File: src/pkg/ts_slot_pkg.sv
// constants, field layout and sample record for the event timestamp sample slots
// assumes a 125 MHz register clock and a time clock that gives a 40 ns tick
//
// Overview of operation
// - unit index bit selects which unit reads
// - bit 30 shows edge: 1 rising
// - second sample nanoseconds in bits 29:0
// - third sample nanoseconds in bits 29:0
// - second sample seconds, full 32 bits
// - third sample seconds, full 32 bits
// - 3-bit phase code names 8 ns slot
// - code 100 is 32 ns; rest reserved
// - capture only software-enabled edge polarities
// - overflow sets, event count holds at 15
package ts_slot_pkg;

    // ==========================================================
    // timing
    localparam int unsigned CLK_PERIOD_NS = 8;
    localparam int unsigned SLOT_NS = 8;
    localparam int unsigned TC_PERIOD_NS = 40;
    localparam int unsigned SLOT_CYCLES = (SLOT_NS + CLK_PERIOD_NS - 1) / CLK_PERIOD_NS;
    localparam int unsigned PHASE_SLOTS = TC_PERIOD_NS / SLOT_NS;
    localparam logic [3:0] SLOT_TMR_LAST = 4'(SLOT_CYCLES - 1);
    localparam logic [2:0] PHASE_LAST = 3'(PHASE_SLOTS - 1);

    // ==========================================================
    // register offsets
    localparam logic [11:0] INDEX_OFFS = 12'h500;
    localparam logic [11:0] CTRL_OFFS = 12'h550;
    localparam logic [11:0] NS2_OFFS = 12'h560;
    localparam logic [11:0] SEC2_OFFS = 12'h564;
    localparam logic [11:0] PH2_OFFS = 12'h568;
    localparam logic [11:0] NS3_OFFS = 12'h56C;
    localparam logic [11:0] SEC3_OFFS = 12'h570;
    localparam logic [11:0] PH3_OFFS = 12'h574;

    // ==========================================================
    // field positions and values
    localparam int unsigned UNIT_PTR_BIT = 8;
    localparam int unsigned EDGE_BIT = 30;
    localparam int unsigned RISE_EN_BIT = 7;
    localparam int unsigned FALL_EN_BIT = 6;
    localparam int unsigned OVF_BIT = 16;
    localparam int unsigned CNT_LSB = 24;
    localparam int unsigned CLR_BIT = 31;
    localparam logic [3:0] CNT_MAX = 4'hF;
    localparam logic [3:0] CNT_BEFORE_2ND = 4'h1;
    localparam logic [3:0] CNT_BEFORE_3RD = 4'h2;
    localparam logic [31:0] RESET_WORD = 32'h0000_0000;

    // ==========================================================
    // phase codes; 16 ns code is ambiguous, a parameter of the top
    localparam logic [2:0] PH_0NS = 3'h0;
    localparam logic [2:0] PH_8NS = 3'h1;
    localparam logic [2:0] PH_16NS_DEFAULT = 3'h2;
    localparam logic [2:0] PH_24NS = 3'h3;
    localparam logic [2:0] PH_32NS = 3'h4;

    typedef struct packed {
        logic rising;
        logic [29:0] nsec;
        logic [31:0] sec;
        logic [2:0] phase;
    } sample_t;

endpackage : ts_slot_pkg

File: src/pkg/slot_if.sv
// load port and stored value of one sample slot
// assumes one owner that loads and one slot that stores
`timescale 1ns/10ps
`default_nettype none
interface slot_if;
    logic load;
    ts_slot_pkg::sample_t din;
    ts_slot_pkg::sample_t q;
    modport owner (output load, output din, input q);
    modport slot (input load, input din, output q);
endinterface : slot_if
`default_nettype wire

File: src/rtl/event_sync.sv
// two-flop synchroniser for an event pin plus edge detection
// assumes the pin is asynchronous to clk
`timescale 1ns/10ps
`default_nettype none
module event_sync (
    input wire logic clk,
    input wire logic rst,
    input wire logic pin,
    output logic rise,
    output logic fall
);
    typedef struct packed {
        logic s1;
        logic s2;
        logic s3;
    } sync_t;

    sync_t r;
    sync_t nxt;

    always_comb begin
        nxt.s1 = pin;
        nxt.s2 = r.s1;
        nxt.s3 = r.s2;
    end

    always_ff @(posedge clk) begin
        if (rst) begin
            r <= '0;
        end else begin
            r <= nxt;
        end
    end

    // only s2 and s3 feed edge logic; s1 may be metastable
    assign rise = r.s2 & ~r.s3;
    assign fall = ~r.s2 & r.s3;
endmodule : event_sync
`default_nettype wire

File: src/rtl/sample_slot.sv
// one captured sample: edge, nanoseconds, seconds, phase
// assumes the owner pulses load for one cycle per capture
`timescale 1ns/10ps
`default_nettype none
module sample_slot (
    input wire logic clk,
    input wire logic rst,
    slot_if.slot bus
);
    typedef struct packed {
        ts_slot_pkg::sample_t s;
    } slot_state_t;

    slot_state_t r;
    slot_state_t nxt;

    always_comb begin
        nxt = r;
        if (bus.load) begin
            nxt.s = bus.din;
        end
    end

    always_ff @(posedge clk) begin
        if (rst) begin
            r <= '0;
        end else begin
            r <= nxt;
        end
    end

    assign bus.q = r.s;
endmodule : sample_slot
`default_nettype wire

File: src/rtl/ts_sample_regs.sv
// two event timestamp units with second and third sample slots behind APB
// assumes tc_sec/tc_nsec/tc_tick come from the time clock on clk; evt_pin is asynchronous
//
// Register access over APB was left to the implementer.
`timescale 1ns/10ps
`default_nettype none
module ts_sample_regs #(
    parameter logic [2:0] PH_16NS_CODE = ts_slot_pkg::PH_16NS_DEFAULT
) (
    input wire logic clk,
    input wire logic rst,
    input wire logic [11:0] paddr,
    input wire logic psel,
    input wire logic penable,
    input wire logic pwrite,
    input wire logic [31:0] pwdata,
    output logic [31:0] prdata,
    output logic pready,
    output logic pslverr,
    input wire logic [1:0] evt_pin,
    input wire logic [31:0] tc_sec,
    input wire logic [29:0] tc_nsec,
    input wire logic tc_tick
);
    // ==========================================================
    // state
    typedef struct packed {
        logic unit_ptr;
        logic [1:0] rise_en;
        logic [1:0] fall_en;
        logic [1:0][3:0] cnt;
        logic [1:0] ovf;
        logic [3:0] tmr;
        logic [2:0] phase_cnt;
        logic [31:0] rdata;
        logic err;
    } regs_t;

    regs_t r;
    regs_t nxt;

    logic [1:0] rise;
    logic [1:0] fall;
    logic [1:0] hit;
    logic [1:0] clr;
    logic [3:0] slot_load;
    logic [2:0] cur_phase;
    logic setup;
    logic wr_acc;
    ts_slot_pkg::sample_t sq [4];

    slot_if sif [4] ();

    function automatic logic [2:0] phase_code(input logic [2:0] idx);
        case (idx)
            3'h0: phase_code = ts_slot_pkg::PH_0NS;
            3'h1: phase_code = ts_slot_pkg::PH_8NS;
            3'h2: phase_code = PH_16NS_CODE;
            3'h3: phase_code = ts_slot_pkg::PH_24NS;
            3'h4: phase_code = ts_slot_pkg::PH_32NS;
            default: phase_code = ts_slot_pkg::PH_0NS;
        endcase
    endfunction : phase_code

    assign setup = psel & ~penable;
    // zero wait states: every access phase completes
    assign wr_acc = psel & penable & pwrite;
    assign cur_phase = phase_code(r.phase_cnt);

    // ==========================================================
    // per-unit edge detection and slot loading
    genvar u;
    generate
        for (u = 0; u < 2; u++) begin : g_unit
            event_sync u_sync (
                .clk(clk),
                .rst(rst),
                .pin(evt_pin[u]),
                .rise(rise[u]),
                .fall(fall[u])
            );
            assign hit[u] = (rise[u] & r.rise_en[u]) | (fall[u] & r.fall_en[u]);
            assign clr[u] = wr_acc & (paddr == ts_slot_pkg::CTRL_OFFS)
                & pwdata[ts_slot_pkg::CLR_BIT] & (r.unit_ptr == 1'(u));
            // a clear in the same cycle makes this edge the first one again
            assign slot_load[2 * u] = hit[u] & ~clr[u]
                & (r.cnt[u] == ts_slot_pkg::CNT_BEFORE_2ND);
            assign slot_load[2 * u + 1] = hit[u] & ~clr[u]
                & (r.cnt[u] == ts_slot_pkg::CNT_BEFORE_3RD);
        end
    endgenerate

    genvar k;
    generate
        for (k = 0; k < 4; k++) begin : g_slot
            assign sif[k].load = slot_load[k];
            assign sif[k].din.rising = rise[k / 2];
            assign sif[k].din.nsec = tc_nsec;
            assign sif[k].din.sec = tc_sec;
            assign sif[k].din.phase = cur_phase;
            assign sq[k] = sif[k].q;
            sample_slot u_slot (
                .clk(clk),
                .rst(rst),
                .bus(sif[k])
            );
        end
    endgenerate

    // ==========================================================
    // next state
    always_comb begin
        logic [3:0] c;
        logic o;
        logic [1:0] si;
        c = '0;
        o = 1'b0;
        si = {r.unit_ptr, 1'b0};
        nxt = r;

        // 8 ns slot within the 40 ns time clock period
        if (tc_tick) begin
            nxt.tmr = '0;
            nxt.phase_cnt = '0;
        end else if (r.tmr == ts_slot_pkg::SLOT_TMR_LAST) begin
            nxt.tmr = '0;
            if (r.phase_cnt != ts_slot_pkg::PHASE_LAST) begin
                nxt.phase_cnt = r.phase_cnt + 3'h1;
            end
        end else begin
            nxt.tmr = r.tmr + 4'h1;
        end

        for (int i = 0; i < 2; i++) begin
            c = clr[i] ? 4'h0 : r.cnt[i];
            o = clr[i] ? 1'b0 : r.ovf[i];
            if (hit[i]) begin
                if (c == ts_slot_pkg::CNT_MAX) begin
                    o = 1'b1;
                end else begin
                    c = c + 4'h1;
                end
            end
            nxt.cnt[i] = c;
            nxt.ovf[i] = o;
        end

        if (wr_acc && paddr == ts_slot_pkg::INDEX_OFFS) begin
            nxt.unit_ptr = pwdata[ts_slot_pkg::UNIT_PTR_BIT];
        end
        if (wr_acc && paddr == ts_slot_pkg::CTRL_OFFS) begin
            nxt.rise_en[r.unit_ptr] = pwdata[ts_slot_pkg::RISE_EN_BIT];
            nxt.fall_en[r.unit_ptr] = pwdata[ts_slot_pkg::FALL_EN_BIT];
        end

        // read data is latched in the setup cycle so prdata comes from a flop
        if (setup) begin
            nxt.rdata = ts_slot_pkg::RESET_WORD;
            nxt.err = 1'b0;
            case (paddr)
                ts_slot_pkg::INDEX_OFFS: begin
                    nxt.rdata[ts_slot_pkg::UNIT_PTR_BIT] = r.unit_ptr;
                end
                ts_slot_pkg::CTRL_OFFS: begin
                    nxt.rdata[ts_slot_pkg::RISE_EN_BIT] = r.rise_en[r.unit_ptr];
                    nxt.rdata[ts_slot_pkg::FALL_EN_BIT] = r.fall_en[r.unit_ptr];
                    nxt.rdata[ts_slot_pkg::OVF_BIT] = r.ovf[r.unit_ptr];
                    nxt.rdata[ts_slot_pkg::CNT_LSB +: 4] = r.cnt[r.unit_ptr];
                end
                ts_slot_pkg::NS2_OFFS: begin
                    nxt.rdata[ts_slot_pkg::EDGE_BIT] = sq[si].rising;
                    nxt.rdata[29:0] = sq[si].nsec;
                end
                ts_slot_pkg::SEC2_OFFS: begin
                    nxt.rdata = sq[si].sec;
                end
                ts_slot_pkg::PH2_OFFS: begin
                    nxt.rdata[2:0] = sq[si].phase;
                end
                ts_slot_pkg::NS3_OFFS: begin
                    nxt.rdata[ts_slot_pkg::EDGE_BIT] = sq[si + 2'h1].rising;
                    nxt.rdata[29:0] = sq[si + 2'h1].nsec;
                end
                ts_slot_pkg::SEC3_OFFS: begin
                    nxt.rdata = sq[si + 2'h1].sec;
                end
                ts_slot_pkg::PH3_OFFS: begin
                    nxt.rdata[2:0] = sq[si + 2'h1].phase;
                end
                default: begin
                    nxt.err = 1'b1;
                end
            endcase
        end
    end

    always_ff @(posedge clk) begin
        if (rst) begin
            r <= '0;
        end else begin
            r <= nxt;
        end
    end

    assign prdata = r.rdata;
    assign pslverr = r.err;
    assign pready = 1'b1;

    // ==========================================================
    // checks
    logic [31:0] sec_u1_2nd;
    logic [2:0] ph_u0_2nd;
    logic [3:0] cnt_u0;
    assign sec_u1_2nd = sq[2].sec;
    assign ph_u0_2nd = sq[0].phase;
    assign cnt_u0 = r.cnt[0];
endmodule : ts_sample_regs
`default_nettype wire

File: config.mk
export PLATFORM = sky130hd
export DESIGN_NAME = ts_sample_regs
export DESIGN_NICKNAME = d
export VERILOG_FILES = /design/src/pkg/ts_slot_pkg.sv /design/src/pkg/slot_if.sv /design/src/rtl/event_sync.sv /design/src/rtl/sample_slot.sv /design/src/rtl/ts_sample_regs.sv
export SDC_FILE = /design/constraint.sdc
export NUM_CORES = 1
export LEC_CHECK = 0
export ABC_CLOCK_PERIOD_IN_PS = 4300
export BUFFER_PORTS_ARGS = -buffer_cell sky130_fd_sc_hd__buf_2
export CELL_PAD_IN_SITES_DETAIL_PLACEMENT = 0
export CELL_PAD_IN_SITES_GLOBAL_PLACEMENT = 2
export CORE_MARGIN = 2
export CORE_UTILIZATION = 38
export DETAILED_ROUTE_END_ITERATION = 8
export PLACE_DENSITY_LB_ADDON = 0.1
export SLEW_MARGIN = 20
export SYNTH_ARGS = -nofsm -noshare
export SYNTH_HDL_FRONTEND = slang
export SYNTH_SLANG_ARGS = --single-unit
File: constraint.sdc
create_clock -name clk -period 4.3 [get_ports clk]
set_input_delay 0.86 -clock clk [delete_from_list [all_inputs] [get_ports clk]]
set_output_delay 0.86 -clock clk [all_outputs]
set_load 0.02 [all_outputs]
==> metrics.md, run 1 <==
| Metric | Value |
|---|---|
| Critical Path, Cell by Cell | buf_2 -> or4_4 -> nor4_4 -> a31o_2 -> buf_4 -> nand2_1 -> a21oi_1 |
| Max FO, Critical Path | 22 |
| Worst endpoint required time | 4.75 ns |
| Post-DP HPWL | 26,240 um |
| Clk sinks | 325 |
| Fin crit share | 0.6869 |
| Rows | 70 |
| Wire length per cell | 19.97 um |
| Die H | 197.1 um |
| Number of max-cap violations | 0 |
| Peak Freq | 0.3385 GHz |
| Clk Latency, worst-skew pair | 0.53 ns |
| Final ANT Viol Nets | 0 |
| Share of cells above drive strength 1 | 0.1535 |
| Die area | 38,860 sq um |
| Post-Syn Instances | 1,749 |
| Outcome | complete, no violations |
| Post-CTS setup buffers | 0 |
| Post-synth top area cell | dfxtp_1 |
| Post-CTS resize count | 0 |
| WL final | 45,180 um |
| CP Class | primary input to flip-flop |
| Layout area overhead | 13.49% |
| CTS buffer count | 39 |
| Hold-critical path endpoint | prdata[5] |
| Global-route wire length before repair | 69,300 um |
| Core area | 36,700 sq um |
| WHS Path Cells | 2 |
| Clock root buffer | clkbuf_16 |
| Min-delay worst type | flip-flop to flip-flop |
| Synth Flop Type | dfxtp_1 |
| Synth top area cells | dfxtp_1 46%, nand2_1 14%, a21oi_1 9.8%, mux2i_1 4.6%, mux2_2 4.4% |
| Sequential fraction of the synthesis area | 0.4590 |
| Worst-case reg-to-reg path depth | 5 |
| Syn avg cell area | 8.105 sq um |
| Pwr dens | 390.1 nW/um^2 |
| Max IR drop VDD | 236.9 uV |
| Crit end category | flip-flop |
| I/O Buffers | 118 |
| Synth async-reset ratio | 0 |
| Post-synth EDFFs | 0 |
| Final hold violations | 0 |
| TNS Setup | 0 ns |
| Core Util, Final | 0.4384 |
| Worst Min Path Start | prdata[5] |
| Max Buffers Root-to-Sink | 3 |
| Reg-to-reg critical path endpoint | prdata[7] |
| Die width | 197.1 um |
| Post-CTS Hold Fix Bufs | 0 |
| Yosys Warn Count | 0 |
| Worst path arrival time | 3.40 ns |
| R2R Setup Slk | 1.71 ns |
| Placer Congestion | 0.7885 |
| Max-slew violation count | 0 |
| Crit path launch type | primary input |
| Crit-path slowest cell | or4_4 |
| CP max stage delay | 0.63 ns |
| DRC | 0 |
| Max_slew headroom | 0.3053 |
| Critical path launch point | paddr[2] |
| I/O pins | 148 |
| Via-per-instance ratio | 5.363 |
| Skew final | 0.01397 ns |
| Reg clk slew, reported paths | 0.05 ns |
| Register bit total from synthesis | 325 |
| CTS tree | built |
| Slew @ Worst Pin | 1.042 ns |
| Reg2reg start | r[54] |
| Vias in the first global route | 11,372 |
| Unrepaired setup endpoints after global routing | false |
| Global route overflow | 0 |
| Cell Area, Synth | 14,170 sq um |
| Pleak | 5.226 nW |
| Syn Nets | 1,870 |
| # nets final | 1,892 |
| Initial antenna violation count | 6 |
| Netlist cell types | 61 |
| # H-tree levels | 2 |
| Iteration-0 DRC Markers | 949 |
| GRT Util Overall | 0.2309 |
| Initial Util | 0.3863 |
| Final setup viols | 0 |
| Drt pass-1 iters | 5 |
| Vias | 12,130 |
| Largest net degree at the start of global routing | 119 |
| Synth top area share | 0.4590 |
| Post-layout min period | 2.954 ns |
==> cells in the mapped netlist (3+ instances only) <==
library cell / count
a2111oi_0: 3
a211oi_1: 16
a21o_1: 3
a21oi_1: 278
a221oi_1: 30
a311oi_1: 5
a31oi_1: 4
a41oi_1: 3
and3_1: 4
and3b_1: 3
buf_1: 4
buf_2: 37
buf_4: 45
clkbuf_1: 81
dfxtp_1: 325
ha_1: 7
inv_1: 11
mux2_2: 56
mux2i_1: 65
mux4_2: 5
nand2_1: 545
nand2b_1: 4
nand3_1: 17
nand3b_1: 7
nand4_1: 5
nand4bb_1: 3
nor2_1: 49
nor2b_1: 8
nor3_1: 19
nor4_1: 6
nor4b_1: 3
o211ai_1: 3
o21ai_0: 14
o21ai_1: 20
o22ai_1: 23
or3_1: 5
xnor2_1: 3
==> flip-flops by register name (all words and copies together) (netlist names) <==
register	cells
cnt_u0	4
g_slot.u_slot.bus.q	264
g_unit.u_sync.nxt	4
g_unit.u_sync.r	2
prdata	32
pslverr	1
r	18
==> placed cells by master (no fill, tap or decap), types with 8 or more instances in the layout <==
cell	n
o22ai_1	23
o21ai_1	20
buf_4	21
buf_2	117
nand2_1	545
nand3_1	17
nor3_1	19
clkbuf_16	39
inv_1	11
o21ai_0	13
dfxtp_1	324
mux2_2	56
clkbuf_1	13
a21oi_1	278
nor2_1	48
mux2i_1	65
nor2b_1	8
buf_12	9
a211oi_1	16
a221oi_1	30
==> kinds of logic (layout without fill, tap and decap cells) <==
group,after synthesis,count (layout),share of synthesized area
compound gates,416,416,0.1674
xor+xnor,4,4,0.002472
fa+ha+maj,7,7,0.006179
buf+inv,178,220,0.06232
flops,325,325,0.4590
mux,126,126,0.09833
other cells,1,4,0.0002646
simple gates,692,692,0.2040
==> through the flow <==
stage | total power (W) | std cells | cell area (sq um) | setup slack [ns] | hold WS [ns]
final | 0.006276 | 2262 | 16090 | 1.346 | 0.4461
after global routing | 0.006494 | 2260 | 16080 | 1.205 | 0.4671
after CTS | 0.006355 | 2259 | 16080 | 1.356 | 0.4468
after detailed placement | 0.003315 | 2198 | 14940 | 0.8106 | 0.4301
after global placement | 0.003315 | 2198 | 14940 | 0.8217 | 0.4240
after floorplan | 0.003199 | 1749 | 14170 | 1.756 | 0.4138
==> critical path, delay by kind of cell <==
| family | cells | cell delay [ns] |
|---|---|---|
| and+or+nand+nor | 3 | 1.19 |
| buffers and inverters | 2 | 0.58 |
| AOI/OAI and AO/OA | 2 | 0.76 |
==> where the power goes <==
group	switching, W	internal [W]
combinational	0.000159	0.0000628
clock	0.00125	0.00178
sequential	0.00000706	0.00302
total	0.00141	0.00486
==> layout make-up <==
class | instances | area [sq um]
Antenna cell | 3 | 7.507
Multi-Input combinational cell | 1246 | 6865
Inverter | 11 | 41.29
Clock buffer | 59 | 1121
Timing Repair Buffer | 148 | 938.4
Sequential cell | 325 | 6510
Tap cell | 468 | 585.6
Fill cell | 3826 | 20610
Clock inverter | 2 | 17.52
==> worst max path at each step <==
stage / endpoint / slack (ns) / cells past startpoint
final: g_slot[3].u_slot.bus.q[36] / 1.35 / 7
after global routing: g_slot[3].u_slot.bus.q[41] / 1.21 / 7
after CTS: g_slot[3].u_slot.bus.q[36] / 1.36 / 7
after detailed placement: g_slot[3].u_slot.bus.q[36] / 0.81 / 7
after global placement: g_slot[3].u_slot.bus.q[43] / 0.82 / 7
after floorplan: g_slot[2].u_slot.bus.q[36] / 1.76 / 8
==> metal layers <==
metal / share of wire / GRT usage / vias up
li1: - / - / 5992
met1: 0.48 / 0.3323 / 5797
met2: 0.45 / 0.3606 / 277
met3: 0.054 / 0.03824 / 58
met4: 0.017 / 0.05542 / 6
met5: 0.00075 / 0 / -
(Power assumes the default switching activity.)
==> inputs of run 2 (changes only) <==
ABC_CLOCK_PERIOD_IN_PS = 2690   (was 4300)
CORE_UTILIZATION = 32   (was 38)
clock period = 2.69 ns   (was 4.3 ns; I/O delays follow)
==> run 2 against run 1 <==
Cell count increased by 7.0%. Non-clock buffer count up 32. Clock-buffer cell count rose by 1. Largest cell class unchanged. Largest power group is now the clock network.
==> metrics.md, run 2 (synthesis results as in run 1) <==
| Metric | Value |
|---|---|
| Clk sinks | 325 (unchanged) |
| Wire length per cell | 19.78 um (-0.97%) |
| TNS Setup | 0 ns (unchanged) |
| Inserted Diodes | 0 (-3) |
| Placed cell area | 15,480 sq um (+3.6%) |
| # nets final | 1,924 (+1.7%) |
| Unrepaired setup endpoints after global routing | false |
| Outcome | complete, no violations |
| Pleak | 5.490 nW (+5.1%) |
| Post-DP HPWL | 28,840 um (+9.9%) |
| Die width | 214.5 um (+8.8%) |
| Vias | 12,186 (+0.46%) |
| Largest net degree at the start of global routing | 69 (-42%) |
| Max_slew headroom | 0.5845 (+0.2793) |
| Reg clk slew, reported paths | 0.06 ns (about the same) |
| Fillers | 4,617 (+21%) |
| Max Buffers Root-to-Sink | 3 (unchanged) |
| Vias in the first global route | 11,930 (+4.9%) |
| I/O pins | 148 (unchanged) |
| Core area | 43,930 sq um (+20%) |
| Final ANT Viol Nets | 0 (unchanged) |
| Crit path launch type | flip-flop |
| DRC | 0 (unchanged) |
| Drt pass-1 iters | 5 (unchanged) |
| Most frequent cells in the layout | 545 x nand2_1, 324 x dfxtp_1, 278 x a21oi_1 |
| CTS buffer count | 39 (unchanged) |
| Clock root buffer | clkbuf_16 |
| Largest register FFs | 264 (unchanged) |
| Number of max-cap violations | 0 (unchanged) |
| Placer Congestion | 0.7709 (-2.2%) |
| I/O Buffers | 118 (unchanged) |
| Skew final | 0.007933 ns (-0.006040 ns) |
| Setup WS post-layout | 0.4218 ns (-0.9243 ns) |
| Leading cell type in the layout, fill and taps excluded | nand2_1 |
| Slew @ Worst Pin | 0.6177 ns (-0.4244 ns) |
| GRT Util Overall | 0.2061 (-0.02478) |
| Post-CTS Hold Fix Bufs | 0 (unchanged) |
| Register area | 6510 sq um (unchanged) |
| Iteration-0 DRC Markers | 786 (-17%) |
| Global route overflow | 0 (unchanged) |
| Max FO, Critical Path | 67 (+200%) |
| Pre-CTS WS | 0.1316 ns (-0.6790 ns) |
| Post-layout min period | 2.268 ns |
| Final setup viols | 0 (unchanged) |
| Layout Cells excl Fill | 2,420 (+7.0%) |
| Rows | 77 (+10%) |
| Post-CTS setup buffers | 0 (unchanged) |
| Min-delay worst type | primary input to flip-flop |
| Area of the multi-input gates | 6858 sq um (-0.11%) |
| Die H | 214.5 um (+8.8%) |
| Via-per-instance ratio | 5.036 (-6.1%) |
| CP Class | flip-flop to flip-flop |
| # H-tree levels | 2 (unchanged) |
| Global-route wire length before repair | 73,780 um (+6.5%) |
| Layout area overhead | 17.88% |
| Fin crit share | 0.8432 |
| Worst endpoint required time | 3.15 ns (-1.60 ns) |
| Share of cells above drive strength 1 | 0.1712 (+0.01768) |
| CTS tree | built |
| Fin Hold WS | 0.2039 ns (-0.2421 ns) |
| Initial Util | 0.3227 (-0.06361) |
| WL final | 47,870 um (+6.0%) |
| Final hold violations | 0 (unchanged) |
| Max IR drop VDD | 370.0 uV (+56%) |
| Max-slew violation count | 0 (unchanged) |
| Post-placement cell count | 2,354 (+7.1%) |
| Cell area after layout | 16,710 sq um (+3.9%) |
| Post-CTS resize count | 0 (unchanged) |
| Crit end category | flip-flop |
| Die area | 46,000 sq um (+18%) |
| Clk Latency, worst-skew pair | 0.55 ns (+0.02 ns) |
| Worst path arrival time | 2.73 ns (-0.67 ns) |
| Initial antenna violation count | 4 (-2) |
| Peak Freq | 0.4409 GHz |
| Pwr dens | 623.1 nW/um^2 (+60%) |
run 2: worst paths after layout:
check | end | slack [ns] | depth (start not counted) | startpoint
hold reg to reg | g_unit[0].u_sync.nxt[0] | 0.44 | 1 | g_unit[0].u_sync.nxt[1]
hold / removal | g_unit[0].u_sync.nxt[1] | 0.20 | 2 | evt_pin[0]
setup reg to reg | g_slot[1].u_slot.bus.q[1] | 0.42 | 6 | cnt_u0[2]
setup / recovery | g_slot[1].u_slot.bus.q[1] | 0.42 | 6 | cnt_u0[2]
run 2: area by class of cell:
class                           count  area share
Multi-Input combinational cell   1246      0.4104
Timing Repair Buffer              180     0.07952
Tap cell                          592     0.04433
Sequential cell                   325      0.3896
Clock inverter                      6    0.005167
Inverter                           11    0.002471
Clock buffer                       60     0.06851
run 2: per-stage QoR:
step	power [W]	utilization
after global placement	0.005326	0.3523
after CTS	0.01057	0.3804
after floorplan	0.005114	-
after global routing	0.01079	0.3804
final	0.01041	0.3804
after detailed placement	0.005325	0.3523
run 2: critical path: stages (launching register included):
cell and delay [ns]:
dfxtp_1 0.37, or4b_1 0.53, a21oi_1 0.33, o31a_2 0.25
buf_12 0.36, nor2_1 0.08, a211oi_1 0.22
run 2: power breakdown:
part / internal, W / switching (W)
Sequential: 0.00483 / 0.0000119
Combinational: 0.000115 / 0.000263
Clock: 0.00310 / 0.00209
Total: 0.00805 / 0.00236
run 2: metal layers:
metal	routed length [um]	GRT usage
met1	22810	0.2807
met2	22360	0.3425
met3	1901	0.03475
met4	758	0.04398
met5	42	0
==> inputs of run 3 (changes only) <==
ABC_AREA = 1   (was default)
ABC_CLOCK_PERIOD_IN_PS = 1850   (was 2690)
CORE_UTILIZATION = 30   (was 32)
clock period = 1.85 ns   (was 2.69 ns; I/O delays follow)
==> run 3 against run 2 <==
Core utilization is 0.73 points higher. Critical endpoint is now g_slot[3].u_slot.bus.q[37]. Clock skew is 0.017 ns higher. Routed wire length is 6.4% higher. First-iteration DRC count is 23% lower. Cell count is 16% higher. Global-route usage is 2.1 points lower. Total power is 51% higher. Via count is 8.8% higher. Sequential share of layout area is 3.8 points lower. Worst hold slack worse by 0.094 ns.
==> metrics.md, run 3 <==
| Metric | Value |
|---|---|
| Outcome | complete, no violations |
| Drt pass-1 iters | 5 (unchanged) |
| Register area | 6513 sq um (about the same) |
| Max_slew headroom | 0.6532 (+0.06870) |
| Commonest cells post-synth | 376 x o21ai_0, 340 x a21oi_1, 325 x dfxtp_1 |
| Clk sinks | 325 (unchanged) |
| Sequential fraction of the synthesis area | 0.4486 (-0.01038) |
| Worst-case reg-to-reg path depth | 11 (+5) |
| Core area | 47,750 sq um (+8.7%) |
| Worst path arrival time | 2.28 ns (-0.45 ns) |
| Iteration-0 DRC Markers | 603 (-23%) |
| Syn Nets | 2,165 (+16%) |
| Initial antenna violation count | 5 (+1) |
| Final ANT Viol Nets | 0 (unchanged) |
| Area of the multi-input gates | 6347 sq um (-7.4%) |
| Synth top area share | 0.4486 (-0.01038) |
| Fin crit share | 0.9565 (+0.1133) |
| Post-synth EDFFs | 0 (unchanged) |
| Register bit total from synthesis | 325 (unchanged) |
| CTS tree | built |
| Share of cells above drive strength 1 | 0.2053 (+0.03404) |
| Layout area overhead | 27.62% |
| Most frequent cell after synthesis | o21ai_0 |
| R2R Setup Slk | 0.08 ns (-0.34 ns) |
| Post-placement cell count | 2,716 (+15%) |
| CP max stage delay | 0.32 ns (-0.21 ns) |
| Die width | 223.9 um (+4.4%) |
| Post-synth top area cell | dfxtp_1 |
| Netlist cell types | 36 (-41%) |
| Synth top area cells | dfxtp_1 45%, o21ai_0 13%, a21oi_1 12%, inv_1 8.2%, nand2_1 7.2% |
| Crit path launch type | flip-flop |
| GRT Util Overall | 0.1850 (-0.02111) |
| Logic gate share of total power | 0.046 (+0.010) |
| Largest register FFs | 264 (unchanged) |
| Fillers | 5,131 (+11%) |
| Vias in the first global route | 11,980 (+0.42%) |
| CTS buffer count | 41 (+5.1%) |
| Sequential share of power | 0.446 (-0.019) |
| Layout Cells excl Fill | 2,818 (+16%) |
| WHS Path Cells | 3 (+1) |
| Reg-to-reg critical path endpoint | g_slot[3].u_slot.bus.q[37] |
| Post-Syn Instances | 2,044 (+17%) |
| Clk Latency, worst-skew pair | 0.58 ns (+0.03 ns) |
| Reg2reg start | g_unit[1].u_sync.nxt[0] |
| Slew @ Worst Pin | 0.5147 ns (-0.1029 ns) |
| Die area | 50,120 sq um (+9.0%) |
| Max-slew violation count | 0 (unchanged) |
| CP bufs+invs | 6 (+5) |
| Via-per-instance ratio | 4.705 (-6.6%) |
| Final hold violations | 0 (unchanged) |
| Yosys Warn Count | 0 (unchanged) |
| Post-layout min period | 1.770 ns (-0.4986 ns) |
| CP top delay family | buffers and inverters |
| I/O Buffers | 118 (unchanged) |
| Global route overflow | 0 (unchanged) |
| # H-tree levels | 2 (unchanged) |
| Placer Congestion | 0.7714 (about the same) |
| Crit path top cell by count | inv_2 |
| Largest net degree at the start of global routing | 69 (unchanged) |
| Design Power | 0.01577 W (+51%) |
| I/O pins | 148 (unchanged) |
| Max IR drop VDD | 725.4 uV (+96%) |
| Vias | 13,260 (+8.8%) |
| Worst Min Path Start | pwdata[6] |
| Die H | 223.9 um (+4.4%) |
| Hold-critical path endpoint | r[50] |
| Critical Path, Cell by Cell | inv_2 -> nor2_4 -> inv_2 -> o21ai_4 -> inv_2 -> nor3_4 -> nand3_4 -> buf_12 -> buf_12 -> clkbuf_16 -> a21oi_1 |
| Internal power | 0.01207 W (+50%) |
| Worst endpoint required time | 2.36 ns (-0.79 ns) |
| CP Class | flip-flop to flip-flop |
| Pwr dens | 851.8 nW/um^2 (+37%) |
| Max FO, Critical Path | 7 (-90%) |
| Initial Util | 0.3037 (-0.01891) |
| # nets final | 2,292 (+19%) |
| Synth async-reset ratio | 0 (unchanged) |
| Leading cell type in the layout, fill and taps excluded | dfxtp_1 |
| Post-DP HPWL | 31,970 um (+11%) |
| Max Buffers Root-to-Sink | 3 (unchanged) |
| Crit end category | flip-flop |
| Rows | 80 (+3.9%) |
| NetSw | 0.003692 W (+56%) |
| DRC | 0 (unchanged) |
| Reg clk slew, reported paths | 0.06 ns (about the same) |
| Cell Area, Synth | 14,500 sq um (+2.3%) |
| Unrepaired setup endpoints after global routing | true |
| WL final | 50,920 um (+6.4%) |
| Clock root buffer | clkbuf_16 |
| Min-delay worst type | primary input to flip-flop |
| Most frequent cells in the layout | 322 x dfxtp_1, 313 x a21oi_1, 312 x inv_1 |
| Global-route wire length before repair | 70,930 um (-3.9%) |
| Sw frac | 0.2342 (+0.007132) |
| Synth Flop Type | dfxtp_1 |
| Peak Freq | 0.5651 GHz (+28%) |
| Number of max-cap violations | 0 (unchanged) |
| Pleak | 6.926 nW (+26%) |
| Wire length per cell | 18.07 um (-8.7%) |
| Syn avg cell area | 7.095 sq um (-12%) |
| Crit-path slowest cell | dfxtp_2 |
| Share of power burned in the clock network | 0.507 (+0.008) |
| Skew final | 0.02523 ns (+0.01729 ns) |
| Final setup viols | 0 (unchanged) |
[run 3: cell types whose count changed after synthesis, moves of 14 or more]
cell / change
a21oi_1: +62
a221oi_1: -30
inv_1: +304
mux2_2: -56
mux2i_1: -65
nand2_1: -267
nor2_1: +48
nor3_1: -18
o21ai_0: +362
o21ai_1: +25
o22ai_1: -14
[run 3: stage by stage]
step / hold WS, ns / setup TNS [ns] / setup WS [ns] / utilization / instance area, sq um
global placement: 0.3937 / -37.02 / -0.1886 / 0.3392 / 16190
finish: 0.1103 / 0 / 0.08046 / 0.3877 / 18510
floorplan: 0.3883 / 0 / 0.1612 / - / 14500
detailed placement: 0.3960 / -45.76 / -0.2422 / 0.3392 / 16190
CTS: 0.07914 / 0 / 0.004175 / 0.3686 / 17600
global route: 0.1219 / -1.328 / -0.07161 / 0.3876 / 18510
[run 3: repair_timing]
action / CTS / global route
pin swaps: 0 / 11
cloned: 1 / 15
hold buffers: 2 / 0
resized for setup: 2 / 326
setup buffers: 1 / 9
setup endpoints to repair: 13 / 258
hold endpoints to repair: 2 / 0
[run 3: routing by layer]
metal  wire length, um  part of all wire  global-route usage  vias to the layer above
met5                 8           0.00016                   0                        -
met4              1052             0.021             0.05419                        2
met3              1572             0.031             0.02505                       65
met2             24600              0.48              0.3222                      195
met1             23680              0.47              0.2378                     6137
li1                  -                 -                   -                     6861
[run 3: worst register-to-register path, cell delays in order, from the launching register on]
cell	delay (ns)
dfxtp_2	0.32
inv_2	0.05
nor2_4	0.08
inv_2	0.05
o21ai_4	0.14
inv_2	0.07
nor3_4	0.28
nand3_4	0.11
buf_12	0.17
buf_12	0.15
clkbuf_16	0.17
a21oi_1	0.13
[run 3: power by group through the flow]
stage | Combinational (W) | Clock (W) | Sequential [W]
after global routing | 0.000810 | 0.00852 | 0.00703
final | 0.000732 | 0.00800 | 0.00703
after CTS | 0.000652 | 0.00826 | 0.00703
after floorplan | 0.000307 | 0 | 0.00718
after detailed placement | 0.000647 | 0 | 0.00719
after global placement | 0.000644 | 0 | 0.00719
[run 3: cells by family (layout without fill, tap and decap cells)]
| group | count (synthesis) | in the layout | share of synthesized area |
|---|---|---|---|
| AOI/OAI and AO/OA | 788 | 788 | 0.2769 |
| xor gates and xnor gates | 1 | 1 | 0.0006040 |
| adders and majority gates | 7 | 7 | 0.006039 |
| buffers and inverters | 495 | 653 | 0.1450 |
| DFF | 325 | 325 | 0.4486 |
| other | 1 | 2 | 0.0002586 |
| and+or+nand+nor | 427 | 427 | 0.1226 |
[run 3: layout make-up]
class | instances | area share
inverter | 324 | 0.06598
clock inverter | 7 | 0.003448
multi-input combinational | 1224 | 0.3429
timing repair buffer | 255 | 0.1257
sequential | 325 | 0.3519
clock buffer | 67 | 0.06841
tap | 615 | 0.04157
antenna | 1 | 0.0001352
[run 3: worst max-delay path by stage]
stage                            startpoint                         end  slack (ns)  depth (start not counted)
floorplan                          paddr[9]  g_slot[1].u_slot.bus.q[10]        0.16                          9
global placement                   paddr[0]  g_slot[0].u_slot.bus.q[41]       -0.19                         11
detailed placement                 paddr[7]  g_slot[0].u_slot.bus.q[13]       -0.24                         11
CTS                 g_unit[0].u_sync.nxt[0]  g_slot[0].u_slot.bus.q[46]       0.004                         11
global route        g_unit[1].u_sync.nxt[0]   g_slot[3].u_slot.bus.q[1]       -0.07                         11
finish              g_unit[1].u_sync.nxt[0]  g_slot[3].u_slot.bus.q[37]        0.08                         11
